$ cat src/rtl/cgw_map.vh
// Register map, field positions, reset values and timing counts for the clock watchdog
`ifndef CGW_MAP_VH
`define CGW_MAP_VH

// ==========================================================
// Byte indices
`define CGW_IDX_TIMEOUT 8'h08
`define CGW_IDX_CONTROL 8'h09
`define CGW_IDX_RECOVERY 8'h0C

// ==========================================================
// Timeout config byte fields
`define CGW_TO_COUNT_HI 5
`define CGW_TO_COUNT_LO 1
`define CGW_TO_TICK_SEL 0
`define CGW_TO_RESET 8'h3E

// ==========================================================
// Control byte fields
`define CGW_CT_USB_DRV 7
`define CGW_CT_BUS_DRV 6
`define CGW_CT_MID_DRV 5
`define CGW_CT_RST_WD 4
`define CGW_CT_RST_FC 3
`define CGW_CT_FLAG 2
`define CGW_CT_RUN 1
`define CGW_CT_RESET 8'h00

// ==========================================================
// Recovery byte fields
`define CGW_RC_SRC 7
`define CGW_RC_RESET 8'h00

// ==========================================================
// Timing
`define CGW_CLK_PERIOD_NS 25
`define CGW_REF_PERIOD_NS 200
`define CGW_TICK_SHORT_MS 150
`define CGW_TICK_LONG_MS 2500
// Edges per millisecond first, so the long tick stays inside 32 bits
`define CGW_TICK_SHORT_EDGES (`CGW_TICK_SHORT_MS * (1000000 / `CGW_REF_PERIOD_NS))
`define CGW_TICK_LONG_EDGES (`CGW_TICK_LONG_MS * (1000000 / `CGW_REF_PERIOD_NS))
`define CGW_RST_PULSE_US 100
`define CGW_RST_PULSE_CYC ((`CGW_RST_PULSE_US * 1000) / `CGW_CLK_PERIOD_NS)

`endif

$ cat src/rtl/cgw_ref_sync.v
// Reference clock synchroniser and rising edge finder
`timescale 1ns/100ps
module cgw_ref_sync (
    // Clock and reset
    input wire clk_i,
    input wire rst_n_i,
    // Reference input
    input wire ref_clk_i,
    // Edge pulse
    output reg rise_o
);

reg sync_a;
reg sync_b;
reg sync_c;
reg stable;

// ==========================================================
// Three stages; a change is taken once the last two agree
always @(posedge clk_i) begin
    if (!rst_n_i) begin
        sync_a <= 1'b0;
        sync_b <= 1'b0;
        sync_c <= 1'b0;
        stable <= 1'b0;
        rise_o <= 1'b0;
    end else begin
        sync_a <= ref_clk_i;
        sync_b <= sync_a;
        sync_c <= sync_b;
        rise_o <= 1'b0;
        if (sync_b == sync_c && sync_c != stable) begin
            stable <= sync_c;
            rise_o <= sync_c;
        end
    end
end

endmodule // cgw_ref_sync

$ cat src/rtl/cgw_watchdog.v
// Clock generator watchdog, reset control and drive strength bytes
//
// Contract
// RULE1: Five-bit timeout count scaled by tick prescaler
// RULE2: Tick select: 0 short tick, 1 long
// RULE3: Reaching zero sets flag; reset if enabled
// RULE4: Expiry reset pulse gated by enable bit
// RULE5: Frequency change reset pulse when enabled
// RULE6: Flag reads timeout; write one clears
// RULE7: Run bit low halts and reloads counter
// RULE8: Countdown starts only after frequency change
// RULE9: Expiry resets, switches recovery, locks mode
// RULE10: Locked mode ignores frequency change writes
// RULE11: Clearing run bit releases locked mode
// RULE12: USB clock drive boost bit
// RULE13: Bus clock drive boost bit
// RULE14: Mid clock drive boost bit
// RULE15: Recovery source: latched straps or programmed
// RULE16: One decrement per tick from reference edges
// RULE17: Each reset is one fixed-length pulse; a trigger during a pulse restarts the count, so the pulse runs longer
`timescale 1ns/100ps
`include "cgw_map.vh"
module cgw_watchdog #(
    parameter SHORT_TICK_EDGES = `CGW_TICK_SHORT_EDGES,
    parameter LONG_TICK_EDGES = `CGW_TICK_LONG_EDGES
) (
    // Clock and reset
    input wire clk_i,
    input wire rst_n_i,
    // Reference clock pin
    input wire ref_clk_i,
    // Control byte port from the serial bus engine
    input wire reg_wr_i,
    input wire [7:0] reg_idx_i,
    input wire [7:0] reg_wdata_i,
    output reg [7:0] reg_rdata_o,
    // Synthesizer events
    input wire freq_change_i,
    // Reset and recovery controls
    output reg sys_reset_o,
    output reg recovery_mode_o,
    output reg recovery_from_prog_o,
    output reg freq_write_lock_o,
    // Drive strength
    output reg usb_clock_drive_boost_o,
    output reg bus_clock_drive_boost_o,
    output reg mid_clock_drive_boost_o
);

// ==========================================================
// Storage
reg [4:0] watchdog_timeout_count;
reg watchdog_tick_select;
reg reset_on_expiry_enable;
reg reset_on_freq_change_enable;
reg expiry_flag;
reg watchdog_run;
reg recovery_source_select;
reg [4:0] count;
reg armed;
reg [23:0] tick_cnt;
reg [11:0] pulse_cnt;
wire ref_rise;
wire wr_timeout;
wire wr_control;
wire wr_recovery;
wire tick;
wire expire;
wire [23:0] tick_len;
wire fc_pulse;

// Cut to the counter widths on purpose
localparam integer PULSE_INT = `CGW_RST_PULSE_CYC;
localparam [11:0] PULSE_LEN = PULSE_INT[11:0];
localparam [7:0] TO_RESET_BYTE = `CGW_TO_RESET;
localparam [4:0] TO_RESET_COUNT = TO_RESET_BYTE[`CGW_TO_COUNT_HI:`CGW_TO_COUNT_LO];

// ==========================================================
// Write strobe decode, shared by all three bytes
function wr_hit;
    input wr;
    input [7:0] idx;
    input [7:0] want;
    begin
        wr_hit = wr && (idx == want);
    end
endfunction

assign wr_timeout = wr_hit(reg_wr_i, reg_idx_i, `CGW_IDX_TIMEOUT);
assign wr_control = wr_hit(reg_wr_i, reg_idx_i, `CGW_IDX_CONTROL);
assign wr_recovery = wr_hit(reg_wr_i, reg_idx_i, `CGW_IDX_RECOVERY);

// ==========================================================
// Reference edge source
cgw_ref_sync u_sync (
    .clk_i(clk_i),
    .rst_n_i(rst_n_i),
    .ref_clk_i(ref_clk_i),
    .rise_o(ref_rise)
);

// ==========================================================
// Register writes
always @(posedge clk_i) begin
    if (!rst_n_i) begin
        watchdog_timeout_count <= TO_RESET_COUNT;
        watchdog_tick_select <= 1'b0;
        reset_on_expiry_enable <= 1'b0;
        reset_on_freq_change_enable <= 1'b0;
        watchdog_run <= 1'b0;
        recovery_source_select <= 1'b0;
        usb_clock_drive_boost_o <= 1'b0;
        bus_clock_drive_boost_o <= 1'b0;
        mid_clock_drive_boost_o <= 1'b0;
    end else begin
        if (wr_timeout) begin
            watchdog_timeout_count <= reg_wdata_i[`CGW_TO_COUNT_HI:`CGW_TO_COUNT_LO]; // RULE1
            watchdog_tick_select <= reg_wdata_i[`CGW_TO_TICK_SEL]; // RULE2
        end
        if (wr_control) begin
            usb_clock_drive_boost_o <= reg_wdata_i[`CGW_CT_USB_DRV]; // RULE12
            bus_clock_drive_boost_o <= reg_wdata_i[`CGW_CT_BUS_DRV]; // RULE13
            mid_clock_drive_boost_o <= reg_wdata_i[`CGW_CT_MID_DRV]; // RULE14
            reset_on_expiry_enable <= reg_wdata_i[`CGW_CT_RST_WD]; // RULE4
            reset_on_freq_change_enable <= reg_wdata_i[`CGW_CT_RST_FC]; // RULE5
            watchdog_run <= reg_wdata_i[`CGW_CT_RUN];
        end
        if (wr_recovery) begin
            recovery_source_select <= reg_wdata_i[`CGW_RC_SRC]; // RULE15
        end
    end
end

// ==========================================================
// Prescaler; cleared while halted so the first tick is a full one
assign tick_len = watchdog_tick_select ? LONG_TICK_EDGES[23:0] : SHORT_TICK_EDGES[23:0]; // RULE2
assign tick = armed && ref_rise && (tick_cnt == tick_len - 24'h000001); // RULE16
assign expire = tick && count == 5'h00; // RULE3

always @(posedge clk_i) begin
    if (!rst_n_i) begin
        tick_cnt <= 24'h000000;
    end else if (!armed || tick) begin
        tick_cnt <= 24'h000000;
    end else if (ref_rise) begin
        tick_cnt <= tick_cnt + 24'h000001; // RULE16
    end
end

// ==========================================================
// Countdown, lock and flag
always @(posedge clk_i) begin
    if (!rst_n_i) begin
        count <= TO_RESET_COUNT;
        armed <= 1'b0;
        recovery_mode_o <= 1'b0;
        freq_write_lock_o <= 1'b0;
        recovery_from_prog_o <= 1'b0;
        expiry_flag <= 1'b0;
    end else begin
        if (!watchdog_run) begin
            count <= watchdog_timeout_count; // RULE7
            armed <= 1'b0; // RULE7
            recovery_mode_o <= 1'b0; // RULE11
            freq_write_lock_o <= 1'b0; // RULE11
        end else if (expire) begin
            // Count stays at zero until run is cleared
            armed <= 1'b0;
            recovery_mode_o <= 1'b1; // RULE9
            freq_write_lock_o <= 1'b1; // RULE10
            recovery_from_prog_o <= recovery_source_select; // RULE15
        end else begin
            if (freq_change_i && !recovery_mode_o) begin
                armed <= 1'b1; // RULE8
            end
            if (tick) begin
                count <= count - 5'h01; // RULE16
            end
        end
        // Set wins over a clear in the same cycle
        if (expire) begin
            expiry_flag <= 1'b1; // RULE3
        end else if (wr_control && reg_wdata_i[`CGW_CT_FLAG]) begin
            expiry_flag <= 1'b0; // RULE6
        end
    end
end

// ==========================================================
// Reset pulse; a new trigger during a pulse restarts it
assign fc_pulse = freq_change_i && reset_on_freq_change_enable; // RULE5

always @(posedge clk_i) begin
    if (!rst_n_i) begin
        pulse_cnt <= 12'h000;
        sys_reset_o <= 1'b0;
    end else if ((expire && reset_on_expiry_enable) || fc_pulse) begin
        pulse_cnt <= PULSE_LEN - 12'h001; // RULE17
        sys_reset_o <= 1'b1; // RULE4
    end else if (pulse_cnt != 12'h000) begin
        pulse_cnt <= pulse_cnt - 12'h001;
    end else begin
        sys_reset_o <= 1'b0; // RULE17
    end
end

// ==========================================================
// Read back, one cycle after the index
always @(posedge clk_i) begin
    if (!rst_n_i) begin
        reg_rdata_o <= 8'h00;
    end else begin
        case (reg_idx_i)
            `CGW_IDX_TIMEOUT: reg_rdata_o <= {2'h0, watchdog_timeout_count, watchdog_tick_select};
            `CGW_IDX_CONTROL: reg_rdata_o <= {usb_clock_drive_boost_o, bus_clock_drive_boost_o,
                mid_clock_drive_boost_o, reset_on_expiry_enable, reset_on_freq_change_enable,
                expiry_flag, watchdog_run, 1'b0}; // RULE6
            `CGW_IDX_RECOVERY: reg_rdata_o <= {recovery_source_select, 7'h00};
            default: reg_rdata_o <= 8'h00;
        endcase
    end
end

endmodule // cgw_watchdog

$ cat config.mk
export PLATFORM = sky130hd
export DESIGN_NAME = cgw_watchdog
export DESIGN_NICKNAME = d
export VERILOG_FILES = /design/src/rtl/cgw_ref_sync.v /design/src/rtl/cgw_watchdog.v
export VERILOG_INCLUDE_DIRS = /design/src /design/src/rtl
export SDC_FILE = /design/constraint.sdc
export NUM_CORES = 1
export LEC_CHECK = 0
export BUFFER_PORTS_ARGS = -buffer_cell sky130_fd_sc_hd__buf_2
export CORE_ASPECT_RATIO = 0.5
export CORE_MARGIN = 2
export CORE_UTILIZATION = 55
export DETAILED_ROUTE_END_ITERATION = 7
export PLACE_DENSITY = 0.76
export SLEW_MARGIN = 20
export SYNTH_ARGS = -nofsm -noshare
export SYNTH_HDL_FRONTEND = slang
export SYNTH_SLANG_ARGS = --single-unit
$ cat constraint.sdc
create_clock -name clk_i -period 3 [get_ports clk_i]
set_input_delay 0.15 -clock clk_i [delete_from_list [all_inputs] [get_ports clk_i]]
set_output_delay 0.15 -clock clk_i [all_outputs]
set_load 0.03 [all_outputs]
# Word-level counts from Yosys, hierarchy flattened

Cells that the tools add are included.

Register bits: 72
Memories: 0
Bits in writable memories: 0
Logic and storage cells: 76
Latch bits: 0
Input bits: 21
ROM bits: 0

Muxes and demuxes: 11
Div/mod/pow operators: 0
Shift-type cells: 0
Multiply operators: 0
Eq/ne operators: 9
Bitwise operators: 2
Reduce and logical (&&, ||, !) cells: 26
$add $sub $neg: 4
Order comparisons: 0

Operators with widths:

| cell                  | number |
|---|---|
| $add 24x1->24 const B | 1 |
| $eq 24x24->1          | 1 |
| $eq 8x4->1 const B    | 3 |
| $mux 12               | 2 |
| $mux 24               | 1 |
| $pmux 8 s3            | 1 |
| $sub 24x1->24 const B | 1 |
| $mux 5                | 3 |
| $reduce_bool 12->1    | 1 |
| $sub 12x1->12 const B | 1 |
| $logic_and 1x1->1     | 11 |
| $reduce_and 2->1      | 4 |
| $logic_not 5->1       | 1 |
| $sub 5x1->5 const B   | 1 |
| $mux 1                | 4 |
| $ne 2x2->1 const B    | 2 |
| $reduce_bool 2->1     | 2 |
| $reduce_or 2->1       | 2 |
| $reduce_or 3->1       | 1 |
| $logic_not 1->1       | 2 |
| $logic_or 1x1->1      | 2 |
| $ne 2x1->1 const B    | 1 |
| $not 1->1             | 2 |
| $eq 1x1->1            | 1 |
| $ne 1x1->1            | 1 |

# Depth between registers and ports, before layout

Gate-level depths: netlist of run 1.

Depth after elaboration: 8
Gate-level depth with buffers: 7
Mapped depth without buffers: 7

# Cells and area by module

Synthesis of run 1 repeated with hierarchy kept, for this count alone.

Cells, all modules: 355
Area, all modules: 3281.9 um^2

By module, submodules not included:

| module       | area an instance (um^2) | sequential area each (um^2) | cells an instance | times used |
|---|---|---|---|---|
| cgw_watchdog | 3133.0                  | 1341.3                      | 343               | 1 |
| cgw_ref_sync | 148.9                   | 100.1                       | 12                | 1 |

# Least setup slack after synthesis of run 1

OpenSTA, ideal clock, no wires.

Kind: register to register
Start point: register tick_cnt[0]
End point: register count[4]
Data required time: 2.880 ns
Slack: 1.156 ns
Cell stages (with the launch flop): 7
Period minus slack after synthesis: 1.844 ns
Arrival time: 1.724 ns
Path through: dfxtp_1 -> ha_1 -> nand4_2 -> nand4b_4 -> a2111oi_4 -> a31oi_1 -> a211o_1

Cells in the longest elaborated chain, start to end: 5

RTL lines:

| item                                  | line               | RTL |
|---|---|---|
| from (decl)                           | cgw_watchdog.v:61  | `reg [23:0] tick_cnt;` |
| from (signal assigned)                | cgw_watchdog.v:146 | `tick_cnt <= tick_cnt + 24'h000001;` |
| $eq 24x24->1 (*)                      | cgw_watchdog.v:137 | `assign tick = armed && ref_rise && (tick_cnt == tick_len - 24'h000001);` |
| $logic_and 1x1->1 (*)                 | cgw_watchdog.v:137 |  |
| $logic_and 1x1->1                     | cgw_watchdog.v:138 | `assign expire = tick && count == 5'h00;` |
| $ne 2x2->1 (no source line)           | -                  |  |
| $reduce_and 2->1 (no source line) (*) | -                  |  |
| to (signal assigned)                  | cgw_watchdog.v:162 | `count <= watchdog_timeout_count;` |
| to (signal assigned)                  | cgw_watchdog.v:177 | `count <= count - 5'h01;` |
| to (decl)                             | cgw_watchdog.v:59  | `reg [4:0] count;` |

Every way passes the cells marked *; elsewhere a longest branch is shown, timed or not.
A chain may end at the register's enable or synchronous reset.

# Worst setup path in the final report of run 1

Start point: register tick_cnt[14]
End point: register tick_cnt[0]

Cells in the longest elaborated chain, start to end: 4

RTL lines:

| item                             | line               | RTL |
|---|---|---|
| $eq 24x24->1                     | cgw_watchdog.v:137 |  |
| $logic_and 1x1->1                | cgw_watchdog.v:137 |  |
| $logic_or 1x1->1                 | cgw_watchdog.v:143 | `end else if (!armed \|\| tick) begin` |
| $reduce_or 2->1 (no source line) | -                  |  |

No other way between the ends.

==> impl_metrics.tcl, run 1 <==
set metrics [dict create \
    status "completed" \
    grt_pass1_vias 2474 \
    synthTopCellsByCount "dfxtp_1 (72), nor2_1 (52), nand2_1 (31)" \
    ys_seq_elements 72 \
    finalHoldViolCount 0 \
    setup_viol 0 \
    fin_crit_sh 0.7494 \
    area_growth_pct 16.83 \
    viasPerCell 5.568 \
    die_height_um 58.47 \
    critPathCaptureType "flip-flop" \
    ys.flop_type "dfxtp_1" \
    ys_seq_area_frac 0.4417 \
    dp_hpwl_um 4480 \
    cts.sinks 72 \
    synth.distinct_cells 54 \
    path_delay_family "simple AND/OR/NAND/NOR gates" \
    netlist_instances 347 \
    fmax_mhz 444.8 \
    die_w_um 112.9 \
    slew_viol_final 0 \
    hold_buffers 0 \
    wl_per_cell_um 14.23 \
    placed_area_mm2 0.003471 \
    nFillCells 457 \
    fin_skew_ns 0.006527 \
    start_util 0.5816 \
    synth_area_leaders "dfxtp_1 (44%), mux2i_1 (7.4%), nor2_1 (6.0%)" \
    gp_congestion 0.7964 \
    clk_pin_slew_ns 0.05 \
    cap_viol_max_count 0 \
    synth_nets 372 \
    final_area_mm2 0.003812 \
    antenna_found_initial 0 \
    ctsResizeCount 0 \
    p_per_area_mw_per_mm2 691.0 \
    route.detailed.drc 0 \
    synth_most_common_cell "dfxtp_1" \
    grt-ovfl-total 0 \
    worst_pin_slew_ns 0.8958 \
    avgSynthCellArea_um2 9.404 \
    timing.rr.end "tick_cnt[0]" \
    clkLatencyLatePin_ns 0.33 \
    drtIter0Drc 153 \
    r2r_slack_ns 0.75 \
    arrival_ns 2.49 \
    async_flop_share 0 \
    timing.critical_path.buf_inv 0 \
    synth_top_area_share 0.4417 \
    ir_drop_uv 538.6 \
    rows 19 \
    grt_pass1_wl_um 11170 \
    crit_top_cell "nor2_1" \
    pin_count 36 \
    ant_nets 0 \
    dp.cells 445 \
    finalCriticalPeriod_ns 2.248 \
    grt_max_degree 25 \
    slowest_delay_ns 0.63 \
    path_cells "nor2_1 > a31oi_1 > a211o_2 > nand3_1 > nor2_1" \
    r2r_start "tick_cnt[14]" \
    hold_ws_ns 0.02755 \
    cp.required_ns 3.24 \
    reg2reg_depth 5 \
    drt-total-wl_um 6560 \
    coreArea_mm2 0.005610 \
    cp_max_fo 24 \
    cts_root_buf "clkbuf_16" \
    holdPathEnd "u_sync.sync_a" \
    port-buffer-count 35 \
    p_leak_nw 1.538 \
    utilization 0.6795 \
    hp-start "ref_clk_i" \
    yosysWarnings 0 \
    cts.path.max_buffers 2 \
    synth_top_cell_by_area "dfxtp_1" \
    diodes 0 \
    cts_tree "done" \
    num-nets-final 408 \
    hold_path_depth 2 \
    synth_edf_count 0 \
    cts_buffers 9 \
    start_kind "flip-flop" \
    postCtsSetupRepairBufs 0 \
    drive_gt1_frac 0.1778 \
    fin_cells 461 \
    grt_use_total 0.2185 \
    setup.worst_path.class "flip-flop to flip-flop" \
    htree_levels 3 \
    hold_class "input port to flip-flop" \
    cp_slowest_cell "nand3_1" \
    maxSlewHeadroom 0.4011 \
    die_area_mm2 0.006602 \
    route.vias.total 2567 \
    first_pass_iters 4 \
    setup_tns_ns 0 \
    syn_area_mm2 0.003263 \
    rsz0062_at_grt "no" \
]
layout make-up:
cell class | count | area, µm² | area share
inverters | 11 | 41.29 | 0.01083
multi-input cells | 253 | 1714 | 0.4496
flip-flops and latches | 72 | 1441 | 0.3781
well taps | 73 | 91.34 | 0.02396
repair buffers | 36 | 182.7 | 0.04792
clock inverters | 4 | 75.07 | 0.01969
clock buffers | 12 | 266.5 | 0.06990
layer usage:
layer | vias up | share of wire | track usage
met3 | 5 | 0.042 | 0.08960
li1 | 1297 | - | -
met5 | - | 0 | 0
met2 | 40 | 0.48 | 0.3597
met1 | 1225 | 0.47 | 0.2687
met4 | 0 | 0.010 | 0.06620
worst max path at each step:
stage	start	to	slack [ns]	cells after the start
final	tick_cnt[14]	tick_cnt[0]	0.75	5
after global routing	tick_cnt[14]	tick_cnt[0]	0.55	5
after CTS	tick_cnt[14]	tick_cnt[0]	0.75	5
after detailed placement	tick_cnt[0]	tick_cnt[0]	0.75	6
after global placement	tick_cnt[0]	tick_cnt[1]	0.90	6
after floorplan	tick_cnt[0]	count[4]	1.16	6
logic make-up (layout without fill, tap and decap cells):
kind of cell / count (synthesis) / in the layout / synth area share
compound gates: 38 / 38 / 0.08704
xor+xnor: 28 / 28 / 0.07515
fa+ha+maj: 4 / 4 / 0.01534
buf+inv: 22 / 63 / 0.03297
flops: 72 / 72 / 0.4417
mux: 25 / 25 / 0.07707
simple gates: 158 / 158 / 0.2707
per-stage QoR:
stage	setup slack (ns)	power (W)
after global placement	0.8981	0.001447
after detailed placement	0.7535	0.001464
final	0.7517	0.002634
after CTS	0.7545	0.002659
after global routing	0.5462	0.002761
after floorplan	1.156	0.001383
flip-flops by register name, summed over array words and instances, names as in the netlist, 5 cells and up:
name                    flops
watchdog_timeout_count      5
reg_rdata_o                 8
pulse_cnt                  12
tick_cnt                   24
count                       5
layout by cell type (no fill, tap or decap), types with 2 or more instances in the layout:
cell,instances
nor3_1,9
nor2_1,52
o31ai_1,2
nand4_2,2
buf_2,35
dfxtp_1,72
bufinv_16,2
xor2_1,18
ha_1,4
nand3b_1,4
nor4_2,2
nor2b_1,2
inv_1,11
nand4_1,10
a2111oi_4,2
nand2_1,31
and4b_1,2
clkinvlp_4,2
clkbuf_8,3
and3_1,6
or3_1,2
and4_2,3
and2_1,5
o21ai_0,6
mux2i_1,24
nand3_1,8
xnor2_1,10
clkbuf_16,9
a21oi_1,13
a31oi_1,5
nor4_1,4
and4_1,2
nor3b_1,3
where the power goes:
| part | switching [W] | internal [W] |
|---|---|---|
| registers | 0.0000561 | 0.00101 |
| logic | 0.000206 | 0.000181 |
| clock network | 0.000390 | 0.000795 |
| total | 0.000652 | 0.00198 |
worst register-to-register path, delay by kind of cell, from the launching register on:
| kind | cells | cell delay (ns) |
|---|---|---|
| AO/OA/AOI/OAI | 2 | 0.67 |
| flip-flops | 1 | 0.44 |
| AND/OR/NAND/NOR | 3 | 1.06 |
(Power assumes the default switching activity.)
==> inputs of run 2 (changes only) <==
==> constraint.sdc (replaced) <==
create_clock -name clk_i -period 2.1 [get_ports clk_i]
set_input_delay 0.105 -clock clk_i [delete_from_list [all_inputs] [get_ports clk_i]]
set_output_delay 0.105 -clock clk_i [all_outputs]
set_load 0.03 [all_outputs]
==> run 2 against run 1 <==
Net effect:
- fmax up 16%
- register-to-register slack worse by 0.59 ns
- critical path depth up 1
- critical endpoint is now count[2]
- critical path type unchanged
==> impl_metrics.tcl, run 2 (same netlist as run 1, synthesis figures left out) <==
set metrics [dict create \
    area_growth_pct 21.36 \
    path_cells "and4bb_1 > nand4_2 > a2111oi_4 > buf_4 > and4_2 > a211oi_1" \
    route.vias.total 2653 \
    reg2reg_depth 6 \
    start_util 0.5816 \
    grt_pass1_wl_um 11410 \
    hold_path_depth 3 \
    viasPerCell 5.585 \
    cp.required_ns 2.32 \
    r2r_start "tick_cnt[7]" \
    final_common_cell "dfxtp_1" \
    htree_levels 3 \
    rsz0062_at_grt "no" \
    holdPathEnd "watchdog_timeout_count[2]" \
    die_area_mm2 0.006602 \
    grt-ovfl-total 0 \
    gp_congestion 0.8126 \
    utilization 0.7058 \
    diodes 0 \
    grt_pass1_vias 2544 \
    slew_viol_final 0 \
    cts_buffers 9 \
    finalCriticalPeriod_ns 1.936 \
    regMostFlops "tick_cnt" \
    r2r_slack_ns 0.16 \
    pin_count 36 \
    wl_per_cell_um 13.93 \
    coreArea_mm2 0.005610 \
    ir_drop_uv 849.5 \
    critPathCaptureType "flip-flop" \
    num-nets-final 422 \
    p_per_area_mw_per_mm2 998.0 \
    cp_max_fo 7 \
    dp_hpwl_um 4704 \
    rows 19 \
    finalHoldViolCount 0 \
    hp-start "reg_wdata_i[3]" \
    fmax_mhz 516.5 \
    cts_root_buf "clkbuf_16" \
    ant_nets 0 \
    port-buffer-count 35 \
    die_w_um 112.9 \
    maxSlewHeadroom 0.5982 \
    grt_use_total 0.2214 \
    reg_top3 "tick_cnt: 24 flops, pulse_cnt: 12 flops, reg_rdata_o: 8 flops" \
    start_kind "flip-flop" \
    setup_viol 0 \
    cap_viol_max_count 0 \
    cts_tree "done" \
    clkLatencyLatePin_ns 0.34 \
    first_pass_iters 5 \
    fin_crit_sh 0.9220 \
    cp_slowest_cell "a2111oi_4" \
    timing.rr.end "count[2]" \
    die_height_um 58.47 \
    cts.path.max_buffers 2 \
    slowest_delay_ns 0.45 \
    setup.worst_path.class "flip-flop to flip-flop" \
    hold_class "input port to flip-flop" \
    drtIter0Drc 192 \
    setup_tns_ns 0 \
    grt_max_degree 25 \
    largest_reg_flops 24 \
    drive_gt1_frac 0.1915 \
    route.detailed.drc 0 \
    cts.sinks 72 \
    final_cell_mix "dfxtp_1 (72), nor2_1 (52), buf_2 (35), nand2_1 (31), mux2i_1 (24)" \
    clk_pin_slew_ns 0.05 \
    fin_skew_ns 0.004528 \
    drt-total-wl_um 6619 \
    worst_pin_slew_ns 0.6028 \
    antenna_found_initial 0 \
    arrival_ns 2.15 \
    p_leak_nw 1.624 \
    status "completed" \
]
run 2: changes by cell type in the layout (fill, tap and decap cells not counted):
cell / previous run / this run
clkinv_4: 0 / 1
buf_12: 0 / 1
bufinv_16: 2 / 4
clkbuf_8: 3 / 0
buf_4: 1 / 10
clkinvlp_4: 2 / 0
dlygate4sd3_1: 0 / 4
clkbuf_1: 0 / 2
run 2: metal layers:
layer  vias to the layer above  part of all wire  global-route usage
li1                       1330                 -                   -
met4                         0             0.013             0.08188
met1                      1249              0.46              0.2688
met3                        11             0.055             0.07930
met5                         -                 0                   0
met2                        63              0.48              0.3718
run 2: how the worst max path moves through the flow:
stage | from | endpoint | slack [ns] | cells after the start
5_1_grt | tick_cnt[15] | pulse_cnt[3] | 0.04 | 5
6_report | tick_cnt[7] | count[2] | 0.16 | 6
3_5_place_dp | watchdog_tick_select | count[4] | 0.12 | 5
2_1_floorplan | tick_cnt[0] | count[4] | 0.26 | 6
4_1_cts | watchdog_tick_select | count[4] | 0.09 | 5
3_3_place_gp | reg_idx_i[1] | expiry_flag | 0.16 | 6
run 2: layout make-up:
type,instances,area [µm²]
timing repair buffer,50,310.3
fill,427,1650
tap,73,91.34
inverter,11,41.29
multi-input combinational,253,1714
clock buffer,11,232.7
clock inverter,5,128.9
sequential,72,1441
run 2: what timing repair did:
action | CTS | global route
endpoints found under the hold margin | 4 | 0
resized for setup | 0 | 0
setup buffers | 0 | 1
endpoints found under the setup margin | 0 | 1
hold buffers | 4 | 0
run 2: power breakdown:
part / internal, W / switching (W)
Clock: 0.00128 / 0.000557
Combinational: 0.000296 / 0.000301
Sequential: 0.00144 / 0.0000789
Total: 0.00302 / 0.000937
run 2: critical path: cells and delay by family, from the launching register on:
family / cells / cell delay (ns)
AND/OR/NAND/NOR: 3 / 0.68
flip-flops: 1 / 0.42
buffers and inverters: 1 / 0.22
AO/OA/AOI/OAI: 2 / 0.50
run 2: metrics by stage:
step	worst slack, ns	hold WS [ns]	instances	cell area, µm²	power [W]
after global placement	0.1561	0.3161	454	3551	0.002106
after global routing	0.03509	0.02923	475	3960	0.004130
after detailed placement	0.1170	0.3251	454	3551	0.002131
after CTS	0.08605	0.006333	474	3953	0.003990
after floorplan	0.2563	0.2289	347	3263	0.001976
final	0.1639	0.01181	475	3960	0.003952
==> inputs of run 3 (changes only) <==
--- a/config.mk
+++ b/config.mk
@@ -6,11 +6,13 @@
 export SDC_FILE = /design/constraint.sdc
 export NUM_CORES = 1
 export LEC_CHECK = 0
+export ABC_CLOCK_PERIOD_IN_PS = 2100
 export BUFFER_PORTS_ARGS = -buffer_cell sky130_fd_sc_hd__buf_2
 export CORE_ASPECT_RATIO = 0.5
 export CORE_MARGIN = 2
 export CORE_UTILIZATION = 55
 export DETAILED_ROUTE_END_ITERATION = 7
+export GPL_ROUTABILITY_DRIVEN = 0
 export PLACE_DENSITY = 0.76
 export SLEW_MARGIN = 20
 export SYNTH_ARGS = -nofsm -noshare
==> constraint.sdc (replaced) <==
create_clock -name clk_i -period 2.1 [get_ports clk_i]
set_input_delay 0.42 -clock clk_i [delete_from_list [all_inputs] [get_ports clk_i]]
set_output_delay 0.42 -clock clk_i [all_outputs]
set_load 0.03 [all_outputs]
==> run 3 against run 2 <==
Net effect:
- count of clock-buffer cells in the layout down 1
- die area is the same
- via count rose by 0.53%
- worst setup slack worse by 0.029 ns
- cell count up 0.84%
- fmax down 1.5%
==> impl_metrics.tcl, run 3 (same netlist as run 1, synthesis figures left out) <==
set metrics [dict create \
    status "completed" \
    setup_tns_ns 0 \
    rows 19 \
    p_per_area_mw_per_mm2 966.6 \
    cts_buffers 9 \
    coreArea_mm2 0.005610 \
    die_w_um 112.9 \
    ir_drop_uv 806.3 \
    cts_root_buf "clkbuf_16" \
    cp_max_fo 13 \
    utilization 0.7072 \
    grt-ovfl-total 0 \
    drive_gt1_frac 0.2118 \
    critPathLaunch "tick_cnt[8]" \
    start_util 0.5816 \
    hold_path_depth 2 \
    critPathCaptureType "flip-flop" \
    finalCriticalPeriod_ns 1.965 \
    grt_max_degree 25 \
    worst_slack_ns 0.1349 \
    drt-total-wl_um 6844 \
    clk_pin_slew_ns 0.06 \
    wl_per_cell_um 14.29 \
    dp.cells 462 \
    ctsResizeCount 0 \
    finalHoldViolCount 0 \
    rsz0062_at_grt "no" \
    grt_pass1_vias 2653 \
    drtIter0Drc 110 \
    antenna_found_initial 0 \
    route.detailed.drc 0 \
    slew_viol_final 0 \
    r2r_slack_ns 0.13 \
    reg2reg_depth 6 \
    cts.path.max_buffers 2 \
    worst_pin_slew_ns 0.6239 \
    setup.worst_path.class "flip-flop to flip-flop" \
    regMostFlops "tick_cnt" \
    maxSlewHeadroom 0.5809 \
    fin_crit_sh 0.9358 \
    cts_tree "done" \
    clkLatencyLatePin_ns 0.33 \
    p_leak_nw 1.642 \
    cp.required_ns 2.32 \
    hold_class "input port to flip-flop" \
    ant_nets 0 \
    fmax_mhz 508.9 \
    final_cell_mix "dfxtp_1 (72), nor2_1 (52), buf_2 (35), nand2_1 (31), mux2i_1 (24)" \
    arrival_ns 2.19 \
    pre_cts_slack_ns -0.03509 \
    fin_cells 479 \
    timing.rr.end "pulse_cnt[5]" \
    final_area_mm2 0.003968 \
    largest_reg_flops 24 \
    cp-endpoint "pulse_cnt[5]" \
    viasPerCell 5.568 \
    num-nets-final 426 \
    final_common_cell "dfxtp_1" \
    area_growth_pct 21.59 \
    r2r_start "tick_cnt[8]" \
    route.vias.total 2667 \
    grt_use_total 0.2284 \
    htree_levels 3 \
    setup_viol 0 \
    port-buffer-count 35 \
    grt_pass1_wl_um 11830 \
    placed_area_mm2 0.003611 \
    die_area_mm2 0.006602 \
    start_kind "flip-flop" \
    dp_hpwl_um 4800 \
    reg_top3 "tick_cnt: 24 flops, pulse_cnt: 12 flops, reg_rdata_o: 8 flops" \
    fin_skew_ns 0.005920 \
    cap_viol_max_count 0 \
    pin_count 36 \
    diodes 0 \
    nFillCells 431 \
    first_pass_iters 4 \
    cts.sinks 72 \
    die_height_um 58.47 \
]
## run 3: worst min-delay path by stage
stage	start	endpoint	slack (ns)
6_report	ref_clk_i	u_sync.sync_a	0.30
5_1_grt	ref_clk_i	u_sync.sync_a	0.30
4_1_cts	ref_clk_i	u_sync.sync_a	0.29
3_5_place_dp	u_sync.sync_a	u_sync.sync_b	0.43
3_3_place_gp	u_sync.sync_a	u_sync.sync_b	0.42
2_1_floorplan	u_sync.sync_a	u_sync.sync_b	0.41
## run 3: layout make-up
type / instances / area (µm²) / area share
sequential: 72 / 1441 / 0.3633
multi-input combinational: 253 / 1714 / 0.4320
clock inverter: 6 / 107.6 / 0.02712
clock buffer: 10 / 229.0 / 0.05771
tap: 73 / 91.34 / 0.02302
timing repair buffer: 54 / 342.8 / 0.08641
inverter: 11 / 41.29 / 0.01041
## run 3: timing repair
item / CTS / global route
buffers inserted: 0 / 1
hold buffers: 0 / 0
setup endpoints to repair: 0 / 4
endpoints found under the hold margin: 0 / 0
## run 3: power breakdown
part / internal [W] / switching (W)
Sequential: 0.00144 / 0.0000782
Combinational: 0.000293 / 0.000310
Clock: 0.00116 / 0.000562
Total: 0.00289 / 0.000950
## run 3: per-stage QoR
step	power (W)	hold slack, ns
floorplan	0.001976	0.4119
global placement	0.002104	0.4158
detailed placement	0.002127	0.4252
CTS	0.003852	0.2896
global route	0.004013	0.3017
finish	0.003835	0.2972
## run 3: per-layer routing
| metal | GRT usage | vias to the layer above | routed length, µm |
|---|---|---|---|
| li1 | - | 1331 | - |
| met1 | 0.2666 | 1289 | 3102 |
| met2 | 0.4010 | 38 | 3410 |
| met3 | 0.06488 | 9 | 243 |
| met4 | 0.1063 | 0 | 88 |
| met5 | 0 | - | 0 |
## run 3: worst max-delay path: stages, from the launching register on
cell and delay, ns:
dfxtp_1 0.42, nor4bb_1 0.33, a31oi_1 0.18, a2111oi_4 0.47, a22oi_2 0.13, buf_12 0.16
and3_1 0.16
